### src/core/sbs_defs.svh
// constants for the burst memory input-capture block
`ifndef SBS_DEFS_SVH
`define SBS_DEFS_SVH
`define SBS_ADDR_W 18
`define SBS_LANES 4
`define SBS_LANE_W 9
`define SBS_DATA_W 36
`define SBS_BURST_W 2
`define SBS_FIFO_DEPTH 8
`define SBS_CMD_W 59
`endif

### src/core/sbs_pkg.sv
// types for the burst memory input-capture block
`include "sbs_defs.svh"
package sbs_pkg;
	typedef enum logic [1:0] {SBS_IDLE, SBS_READ, SBS_WRITE} sbs_acc_e;
endpackage : sbs_pkg

### src/core/sbs_fifo.sv
// small flip-flop fifo with valid/ready on both sides
`timescale 1ns/100ps
`default_nettype none
module sbs_fifo #(
	parameter int WIDTH = 8,
	parameter int DEPTH = 8
) (
	input wire logic clk_sys,
	input wire logic rst_b,
	input wire logic in_valid,
	output logic in_ready,
	input wire logic [WIDTH-1:0] in_data,
	output logic out_valid,
	input wire logic out_ready,
	output logic [WIDTH-1:0] out_data
);
	localparam int AW = $clog2(DEPTH);
	typedef struct packed {
		logic [DEPTH-1:0][WIDTH-1:0] mem;
		logic [AW-1:0] wr;
		logic [AW-1:0] rd;
		logic [AW:0] cnt;
	} sbs_fifo_s;
	sbs_fifo_s st_q, st_d;
	logic push, pop;
	assign in_ready = (st_q.cnt != (AW+1)'(DEPTH));
	assign out_valid = (st_q.cnt != '0);
	assign out_data = st_q.mem[st_q.rd];
	assign push = in_valid && in_ready;
	assign pop = out_valid && out_ready;
	always_comb begin
		st_d = st_q;
		if (push) begin
			st_d.mem[st_q.wr] = in_data;
			st_d.wr = st_q.wr + 1'b1;
		end
		if (pop)
			st_d.rd = st_q.rd + 1'b1;
		st_d.cnt = st_q.cnt + (AW+1)'(push) - (AW+1)'(pop);
	end
	always_ff @(posedge clk_sys) begin
		if (!rst_b)
			st_q <= '0;
		else
			st_q <= st_d;
	end
endmodule : sbs_fifo
`default_nettype wire

### src/core/sbs_input_ctrl.sv
// input capture and command qualification of a pipelined burst memory
//
// Behaviour
// - every synchronous input is registered on each rising edge and acted on two edges later only if the clock qualifier was low.
// - with the qualifier high no access state changes; the input pipeline still shifts and the command fifo still drains.
// - the address including its two burst bits is captured on a qualified edge to pick a location.
// - a lane is written only when its active-low select and the write strobe were both low at the load; burst steps reuse them.
// - each lane select governs only its own data lane and parity bit.
// - the write strobe is sampled on every edge but only acted on at a load on a qualified edge.
// - advance/load high on a qualified edge steps the burst counter only while selected with an access in progress.
// - advance/load low on a qualified edge while selected loads the presented address as a new access.
// - selection needs first select low, second high and third low; anything else deselects.
// - the second select is active high and combines with the two active-low selects.
// - a high qualifier does not deselect; access state, selected and the data drivers just hold.
// - data and parity drivers are off during write data, the first clock after deselect and while deselected.
// - the order strap picks interleaved when high and linear when low, held constant.
`timescale 1ns/100ps
`default_nettype none
`include "sbs_defs.svh"
module sbs_input_ctrl
	import sbs_pkg::*;
(
	input wire logic clk_sys,
	input wire logic rst_b,
	input wire logic clock_qualifier_n,
	input wire logic chip_select_first_n,
	input wire logic chip_select_second,
	input wire logic chip_select_third_n,
	input wire logic advance_or_load_sel,
	input wire logic write_strobe_n,
	input wire logic [`SBS_ADDR_W-1:0] addr_in,
	input wire logic lane_a_write_sel_n,
	input wire logic lane_b_write_sel_n,
	input wire logic lane_c_write_sel_n,
	input wire logic lane_d_write_sel_n,
	input wire logic burst_order_strap,
	input wire logic output_enable_n,
	input wire logic [`SBS_DATA_W-1:0] data_lanes_in,
	output logic [`SBS_DATA_W-1:0] data_lanes_out,
	output logic [`SBS_DATA_W-1:0] data_lanes_oe,
	output logic cmd_valid,
	input wire logic cmd_ready,
	output logic cmd_write,
	output logic [`SBS_ADDR_W-1:0] cmd_addr,
	output logic [`SBS_LANES-1:0] cmd_lane_we,
	output logic [`SBS_DATA_W-1:0] cmd_wdata,
	input wire logic [`SBS_DATA_W-1:0] read_data,
	output logic selected,
	output logic stalled
);
	// ------------------------------------------------------------
	// state
	// ------------------------------------------------------------
	typedef struct packed {
		logic [1:0] qual_n_s;
		logic [1:0] ce1_s;
		logic [1:0] ce2_s;
		logic [1:0] ce3_s;
		logic [1:0] adv_s;
		logic [1:0] we_n_s;
		logic [1:0][`SBS_ADDR_W-1:0] addr_s;
		logic [1:0][`SBS_LANES-1:0] bw_n_s;
		logic [1:0] oe_n_s;
		logic [1:0][`SBS_DATA_W-1:0] din_s;
		logic [1:0] mode_s;
		sbs_acc_e acc;
		sbs_acc_e prev_acc;
		logic first_after_desel;
		logic interleave;
		logic [`SBS_ADDR_W-1:0] base_addr;
		logic [`SBS_BURST_W-1:0] burst_cnt;
		logic [`SBS_LANES-1:0] lanes_n;
		logic wr_pend;
		logic [`SBS_ADDR_W-1:0] wr_addr;
		logic [`SBS_LANES-1:0] wr_lanes_n;
		logic [`SBS_DATA_W-1:0] dout;
		logic drive;
	} sbs_st_s;
	sbs_st_s st_q, st_d;

	logic [`SBS_CMD_W-1:0] fifo_in, fifo_out;
	logic fifo_in_valid, fifo_in_ready;
	logic qual, sel_now, load, advance, is_write;
	logic [`SBS_BURST_W-1:0] next_cnt, burst_bits;
	logic [`SBS_ADDR_W-1:0] acc_addr;
	logic [`SBS_LANES-1:0] acc_lanes_n;

	// ------------------------------------------------------------
	// qualification and access decode
	// ------------------------------------------------------------
	always_comb begin
		qual = !st_q.qual_n_s[1] && fifo_in_ready;
		sel_now = !st_q.ce1_s[1] && st_q.ce2_s[1] && !st_q.ce3_s[1];
		load = qual && !st_q.adv_s[1] && sel_now;
		advance = qual && st_q.adv_s[1] && sel_now && (st_q.acc != SBS_IDLE);
		next_cnt = st_q.burst_cnt + 1'b1;
		burst_bits = st_q.interleave ? (st_q.base_addr[`SBS_BURST_W-1:0] ^ next_cnt)
			: (st_q.base_addr[`SBS_BURST_W-1:0] + next_cnt);
		acc_addr = load ? st_q.addr_s[1]
			: {st_q.base_addr[`SBS_ADDR_W-1:`SBS_BURST_W], burst_bits};
		acc_lanes_n = load ? st_q.bw_n_s[1] : st_q.lanes_n;
		is_write = load ? !st_q.we_n_s[1] : (st_q.acc == SBS_WRITE);
	end

	// ------------------------------------------------------------
	// next state
	// ------------------------------------------------------------
	always_comb begin
		st_d = st_q;
		st_d.qual_n_s = {st_q.qual_n_s[0], clock_qualifier_n};
		st_d.ce1_s = {st_q.ce1_s[0], chip_select_first_n};
		st_d.ce2_s = {st_q.ce2_s[0], chip_select_second};
		st_d.ce3_s = {st_q.ce3_s[0], chip_select_third_n};
		st_d.adv_s = {st_q.adv_s[0], advance_or_load_sel};
		st_d.we_n_s = {st_q.we_n_s[0], write_strobe_n};
		st_d.addr_s = {st_q.addr_s[0], addr_in};
		st_d.bw_n_s = {st_q.bw_n_s[0], {lane_d_write_sel_n, lane_c_write_sel_n,
			lane_b_write_sel_n, lane_a_write_sel_n}};
		st_d.oe_n_s = {st_q.oe_n_s[0], output_enable_n};
		st_d.din_s = {st_q.din_s[0], data_lanes_in};
		st_d.mode_s = {st_q.mode_s[0], burst_order_strap};
		fifo_in_valid = 1'b0;
		if (qual) begin
			st_d.prev_acc = st_q.acc;
			st_d.wr_pend = 1'b0;
			if (load) begin
				st_d.base_addr = st_q.addr_s[1];
				st_d.burst_cnt = '0;
				st_d.lanes_n = st_q.bw_n_s[1];
				st_d.interleave = st_q.mode_s[1];
				st_d.acc = is_write ? SBS_WRITE : SBS_READ;
			end else if (advance) begin
				st_d.burst_cnt = next_cnt;
			end else if (!sel_now || !st_q.adv_s[1]) begin
				st_d.acc = SBS_IDLE;
			end
			st_d.first_after_desel = (st_q.acc == SBS_IDLE) && (load || advance);
			if (st_q.wr_pend)
				fifo_in_valid = 1'b1;
			if ((load || advance) && is_write) begin
				st_d.wr_pend = 1'b1;
				st_d.wr_addr = acc_addr;
				st_d.wr_lanes_n = acc_lanes_n;
			end else if ((load || advance) && !is_write) begin
				fifo_in_valid = !st_q.wr_pend;
				st_d.dout = read_data;
			end
			st_d.drive = (load || advance) && !is_write && !st_q.oe_n_s[1]
				&& !(st_q.acc == SBS_IDLE);
		end
	end

	// write commands carry data captured one qualified edge after their address
	assign fifo_in = st_q.wr_pend
		? {1'b1, st_q.wr_addr, ~st_q.wr_lanes_n, st_q.din_s[1]}
		: {1'b0, acc_addr, {`SBS_LANES{1'b0}}, {`SBS_DATA_W{1'b0}}};

	always_ff @(posedge clk_sys) begin
		if (!rst_b) begin
			st_q <= '0;
			st_q.qual_n_s <= 2'h3;
			st_q.ce1_s <= 2'h3;
			st_q.we_n_s <= 2'h3;
			st_q.bw_n_s <= '1;
			st_q.oe_n_s <= 2'h3;
			st_q.mode_s <= 2'h3;
			st_q.acc <= SBS_IDLE;
			st_q.prev_acc <= SBS_IDLE;
			st_q.lanes_n <= '1;
			st_q.wr_lanes_n <= '1;
			st_q.interleave <= 1'b1;
		end else begin
			st_q <= st_d;
		end
	end

	// ------------------------------------------------------------
	// command buffer
	// ------------------------------------------------------------
	sbs_fifo #(.WIDTH(`SBS_CMD_W), .DEPTH(`SBS_FIFO_DEPTH)) u_cmd_fifo (
		.clk_sys(clk_sys),
		.rst_b(rst_b),
		.in_valid(fifo_in_valid),
		.in_ready(fifo_in_ready),
		.in_data(fifo_in),
		.out_valid(cmd_valid),
		.out_ready(cmd_ready),
		.out_data(fifo_out)
	);

	assign cmd_write = fifo_out[`SBS_CMD_W-1];
	assign cmd_addr = fifo_out[`SBS_CMD_W-2 -: `SBS_ADDR_W];
	assign cmd_lane_we = fifo_out[`SBS_DATA_W +: `SBS_LANES];
	assign cmd_wdata = fifo_out[`SBS_DATA_W-1:0];
	assign data_lanes_out = st_q.dout;
	assign data_lanes_oe = {`SBS_DATA_W{st_q.drive && !st_q.first_after_desel}};
	assign selected = (st_q.acc != SBS_IDLE);
	assign stalled = !fifo_in_ready;
endmodule : sbs_input_ctrl
`default_nettype wire

### config.mk
export PLATFORM = sky130hd
export DESIGN_NAME = sbs_input_ctrl
export DESIGN_NICKNAME = d
export VERILOG_FILES = /design/src/core/sbs_pkg.sv /design/src/core/sbs_fifo.sv /design/src/core/sbs_input_ctrl.sv
export VERILOG_INCLUDE_DIRS = /design/src /design/src/core
export SDC_FILE = /design/constraint.sdc
export NUM_CORES = 2
export LEC_CHECK = 0
export BUFFER_PORTS_ARGS = -buffer_cell sky130_fd_sc_hd__clkbuf_2
export CAP_MARGIN = 20
export CORE_ASPECT_RATIO = 1.4
export CORE_UTILIZATION = 59
export DETAILED_ROUTE_END_ITERATION = 7
export HOLD_SLACK_MARGIN = 0.02
export PLACE_DENSITY = 0.81
export SLEW_MARGIN = 25
export SYNTH_ARGS = -nofsm -noshare
export SYNTH_HDL_FRONTEND = slang
export SYNTH_SLANG_ARGS = --single-unit
### constraint.sdc
create_clock -name clk_sys -period 3.25 [get_ports clk_sys]
set_input_delay 0.4875 -clock clk_sys [delete_from_list [all_inputs] [get_ports clk_sys]]
set_output_delay 0.4875 -clock clk_sys [all_outputs]
set_load 0.05 [all_outputs]
### Yosys cells after proc, flatten, opt, wreduce, memory -nomap -nowiden

Index checks and enable logic that the tools add are counted.

| word-level totals | value |
|---|---|
| flip-flop bits (word level) | 702 |
| latch bits | 0 |
| memory bits (writable) | 0 |
| bits in read-only memories | 0 |
| input bits | 105 |
| output and inout port bits | 134 |
| memories kept | 0 |

| operators by class | value |
|---|---|
| add/sub/neg operators | 6 |
| multiply operators | 0 |
| div/mod/pow operators | 0 |
| order comparisons | 3 |
| equality and inequality tests | 3 |
| shift-type cells | 0 |
| mux-type cells | 21 |
| bitwise logic cells | 3 |
| reductions and logical operators | 41 |

Operators with widths:

| kind | count |
|---|---|
| 472-bit bitwise mux | 1 |
| 59-bit binary-select mux with 3-bit select | 1 |
| 59-bit demux with 3-bit select | 1 |
| 59-bit 2-to-1 mux | 3 |
| 23-bit 2-to-1 mux | 1 |
| 18-bit 2-to-1 mux | 1 |
| 1-bit logical AND | 17 |
| 2-bit 2-to-1 mux | 7 |
| 1-bit zero test | 12 |
| 3-bit by 4-bit < comparator with 1-bit output, second input constant | 2 |
| 3-bit by 1-bit adder with 3-bit output, second input constant | 2 |
| 2-bit AND reduction | 3 |
| 3-bit AND reduction | 2 |
| 2-bit nonzero test | 3 |
| 1-bit 2-to-1 mux | 5 |
| 4-bit by 1-bit adder with 4-bit output | 1 |
| 4-bit 2-to-1 mux | 1 |
| 4-bit != test, second input constant | 1 |
| 4-bit NOT | 1 |
| 4-bit nonzero test | 1 |
| 4-bit by 1-bit subtractor with 4-bit output | 1 |
| 3-bit by 1-bit greater-or-equal comparator with 1-bit output, second input constant | 1 |
| 2-bit by 1-bit adder with 2-bit output, second input constant | 1 |
| 2-bit adder | 1 |
| other kinds (6) | 7 |

### Logic depth before layout (Yosys ltp)

| logic depth | value |
|---|---|
| depth after elaboration | 13 |
| mapped depth | 13 |
| mapped depth without buffers | 12 |

### Modules after synthesis

From an unflattened synthesis, not the netlist that was laid out.

| unflattened totals | value |
|---|---|
| cell total of the unflattened synthesis | 2,693 |
| area, all modules | 28,941.5 sq um |

Modules (own cells, without submodules):

| module | times used | cells an instance | area each (sq um) | seq. area each (sq um) |
|---|---|---|---|---|
| sbs_fifo | 1 | 1,873 | 20,837.5 | 9,649.3 |
| sbs_input_ctrl | 1 | 820 | 8,104.0 | 4,404.2 |

### Least setup slack after synthesis

Ideal clock, no wire load.

| timing | value |
|---|---|
| kind | register -> output |
| from | register st_q[0] (netlist bit) |
| to | output port data_lanes_oe[10] |
| arrival | 2,603 ps |
| slack | 160 ps |
| stages on the path, launching flop included | 3 |
| buffers on the path | 1 |
| cell sequence | dfxtp_1 nor2b_1 buf_4 |

| between the ends | value |
|---|---|
| longest elaborated chain between the ends | 1 |

Ends and longest elaborated chain:

| item | line | RTL |
|---|---|---|
| from (decl) | sbs_input_ctrl.sv:79 | `sbs_st_s st_q, st_d;` |
| from (signal assigned) | sbs_input_ctrl.sv:173 | `st_q <= st_d;` |
| 1-bit logical AND | sbs_input_ctrl.sv:196 | `` assign data_lanes_oe = {`SBS_DATA_W{st_q.drive && !st_q.first_after_desel}}; `` |
| to (decl) | sbs_input_ctrl.sv:40 | `` output logic [`SBS_DATA_W-1:0] data_lanes_oe, `` |

Every way passes these cells.

### Worst setup path after layout

| timing | value |
|---|---|
| from | register u_cmd_fifo.st_q[4] (netlist bit) |
| to | output port cmd_addr[7] |

| between the ends | value |
|---|---|
| longest elaborated chain between the ends | 2 |

Ends and longest elaborated chain:

| item | line | RTL |
|---|---|---|
| from (decl) | sbs_fifo.sv:24 | `sbs_fifo_s st_q, st_d;` |
| from (signal assigned) | sbs_fifo.sv:45 | `st_q <= st_d;` |
| 59-bit binary-select mux with 3-bit select | sbs_fifo.sv:28 | `assign out_data = st_q.mem[st_q.rd];` |
| 59-bit 2-to-1 mux (implied by the code) | sbs_fifo.sv:28 |  |
| to (decl) | sbs_input_ctrl.sv:44 | `` output logic [`SBS_ADDR_W-1:0] cmd_addr, `` |

Every way passes these cells. The select of a mux whose other input is x is not followed.

==> flow_metrics.tcl <==
set metrics [dict create \
    status "finished with violations" \
    violations "DRC" \
    cp.arrival_ns 2.66 \
    grtUsageMet3 0.0426 \
    cpPeakStageDelay_ns 0.60 \
    r2r_cells 8 \
    routed_wl_mm 71.8 \
    r2r-start "u_cmd_fifo.st_q[2]" \
    grt_max_degree 119 \
    area_growth_pct 11.7 \
    synthMuxAreaShare 0.126 \
    critical_path_class "register to primary output" \
    finalHoldViolCount 0 \
    clock.fmax_ghz 0.318 \
    crit_start "u_cmd_fifo.st_q[4]" \
    hold_end "st_d[171]" \
    cts_max_level 3 \
    synth_adder_area_share 0.00473 \
    hold_class "primary input to register" \
    slew_headroom 0.257 \
    slew_viol_final 0 \
    dpl.hpwl_mm 42.0 \
    drt_iter0_markers 2107 \
    cts_inserted_buffers 67 \
    p_clk_frac 0.425 \
    preCtsSetupSlack_ns 0.297 \
    crit_chain "buf_4, mux4_2, mux2_2, clkbuf_2" \
    vdd_drop_max_uv 794 \
    groute.layer.met2.usage 0.523 \
    finClkSkew_ns 0.0241 \
    mostFrequentLayoutCell "nand2_1" \
    synth_top_family_by_area "simple AND/OR/NAND/NOR gates" \
    start_util 0.598 \
    switching_share 0.238 \
    synth_area_per_cell_um2 9.20 \
    combPwrFrac 0.097 \
    drtAntennaViolNets 0 \
    layout_common_cells "nand2_1 (756), dfxtp_1 (698), a21oi_1 (508)" \
    nFillCells 3476 \
    gp_congestion 0.802 \
    min_period_ns 3.14 \
    p_int_mw 14.1 \
    ios 239 \
    cts_tree "done" \
    synthCells 3048 \
    cp_slowest_cell "dfxtp_4" \
    fin_setup_tns_ns 0 \
    regToRegEndpoint "u_cmd_fifo.st_q[460]" \
    rrSetupSlack_ns 0.18 \
    clk_transition_reported_paths_ns 0.06 \
    io_buffers 238 \
    min_period_over_period 0.967 \
    use_met1 0.340 \
    antenna_found_initial 0 \
    seq_area_um2 14100 \
    ys_types 51 \
    die_w_um 186 \
    crit_path_start_kind "register" \
    tightest_slew_ns 1.11 \
    worstSetupEndpointType "primary output" \
    insertion_delay_ns 0.62 \
    cts_resized 0 \
    first_pass_iters 7 \
    post_drt_via_cell_ratio 5.93 \
    coreArea_um2 46900 \
    fin_ws_ns 0.106 \
    required_ns 2.76 \
    grt_pass1_wl_mm 114 \
    synth_edf_count 0 \
    crit_path_max_fanout 15 \
    ys.flop_type "dfxtp_1" \
    vias 22200 \
    min_from "lane_b_write_sel_n" \
    async_flop_share 0 \
    synth_warnings 0 \
    power_leakage_nw 11.6 \
    overflow 0 \
    p_switching_mw 4.40 \
    fin_nets 3181 \
    synth-xor-area-share 0.00299 \
    synth_seq_cells 702 \
    syn_nets 3163 \
    syn_area_um2 28100 \
    power_density_nw_per_um2 590 \
    drc 1 \
    seqPwrFrac 0.478 \
    grt_usage 0.298 \
    ys_seq_area_frac 0.501 \
    cts_root_buffer "clkbuf_16" \
    grt.busiest_layer "met2" \
    die_area_um2 48400 \
    n_antenna_cell 0 \
    final_area_um2 31300 \
    place_area_um2 29100 \
    routedWlPerCell_um 19.2 \
    core.rowCount 94 \
    yosys.area_share.simple 0.159 \
    drive_gt1_frac 0.199 \
    grt_pass1_vias 22400 \
    synth_compound_area_frac 0.139 \
    clockBufferDepth 3 \
    rsz0062_at_grt "no" \
    fp.dieH_um 260 \
    drv_cap 0 \
    multiInputGateArea_um2 12300 \
    setup-violations-final 0 \
    holdPathStages 2 \
    cts_sinks 702 \
]
power groups by stage:
stage	combinational [mW]	sequential [mW]	clock (mW)
floorplan	1.34	8.93	0
global placement	1.69	9.06	0
detailed placement	1.72	9.06	0
CTS	1.82	8.83	7.94
global route	1.94	8.84	8.32
finish	1.79	8.83	7.86
flip-flops by register name (all words and copies together) (netlist names):
name and cells:
st_q 118, data_lanes_out 36, st_d 66, u_cmd_fifo.st_q 482
Yosys cell counts, types with 2 or more instances:
cell type,n,area share
a211oi_1,17,0.0045
a21boi_1,3,0.00080
a21o_1,5,0.0013
a21oi_1,508,0.091
a21oi_2,4,0.0012
a221oi_1,8,0.0025
a221oi_2,10,0.0054
a22oi_1,9,0.0024
a31oi_1,3,0.00067
a32oi_1,3,0.00094
and2_1,154,0.034
and3_1,17,0.0038
buf_1,14,0.0019
buf_2,71,0.013
buf_4,101,0.027
buf_6,5,0.0020
clkbuf_1,160,0.021
dfxtp_1,702,0.50
ha_1,9,0.0040
inv_1,16,0.0021
mux2_2,59,0.024
mux2i_1,21,0.0075
mux4_2,118,0.095
nand2_1,756,0.10
nand2b_1,20,0.0045
nand3_1,7,0.0012
nand4_1,2,0.00045
nor2_1,64,0.0086
nor2b_1,6,0.0013
nor3_1,3,0.00054
o211ai_1,5,0.0013
o21ai_0,140,0.025
o21ai_1,4,0.00071
or3_1,2,0.00045
xnor2_1,4,0.0012
xor2_1,3,0.00094
worst max path at each step:
stage | cells past startpoint | slack [ns] | endpoint
global route | 4 | 0.04 | cmd_addr[7]
global placement | 8 | 0.43 | u_cmd_fifo.st_q[461]
floorplan | 2 | 0.16 | data_lanes_oe[10]
detailed placement | 8 | 0.30 | u_cmd_fifo.st_q[446]
CTS | 4 | 0.08 | cmd_addr[7]
finish | 4 | 0.11 | cmd_addr[7]
critical path, delay by kind of cell (launching register included):
family | cells | cell delay, ns
flops | 1 | 0.60
buf+inv | 2 | 0.59
mux | 2 | 0.85
layout make-up:
type / instances / share of cell area
Tap cell: 624 / 0.0249
Clock buffer: 96 / 0.0615
Multi-Input combinational cell: 1978 / 0.391
Sequential cell: 702 / 0.449
Timing Repair Buffer: 300 / 0.0623
Inverter: 17 / 0.00228
Clock inverter: 24 / 0.00914
cell families (layout without fill, tap and decap cells):
kind of cell | count (synthesis) | in the layout
adders and majority gates | 10 | 10
DFF | 702 | 702
and+or+nand+nor | 1038 | 1038
muxes | 198 | 198
buffers and inverters | 368 | 437
AOI/OAI and AO/OA | 724 | 724
xor gates and xnor gates | 8 | 8
timing repair:
action | 4_1_cts | 5_1_grt
endpoints found under the hold margin | 0 | 0
endpoints found under the setup margin | 24 | 0
hold buffers | 0 | 0
setup buffers | 1 | 0
layer usage:
layer / routed length (um) / up-vias / part of all wire
met5: 0 / - / 0
met4: 3860 / 0 / 0.054
met1: 26400 / 10700 / 0.37
li1: - / 10200 / -
met3: 4910 / 248 / 0.068
met2: 36600 / 1027 / 0.51
stage by stage:
step / power [mW] / util / hold slack [ns] / instances
floorplan: 10.3 / - / 0.386 / 3048
finish: 18.5 / 0.668 / 0.0675 / 3741
detailed placement: 10.8 / 0.620 / 0.396 / 3618
global placement: 10.7 / 0.620 / 0.391 / 3618
CTS: 18.6 / 0.667 / 0.0495 / 3739
global route: 19.1 / 0.668 / 0.0575 / 3741
Power figures use the tool's default switching activity.
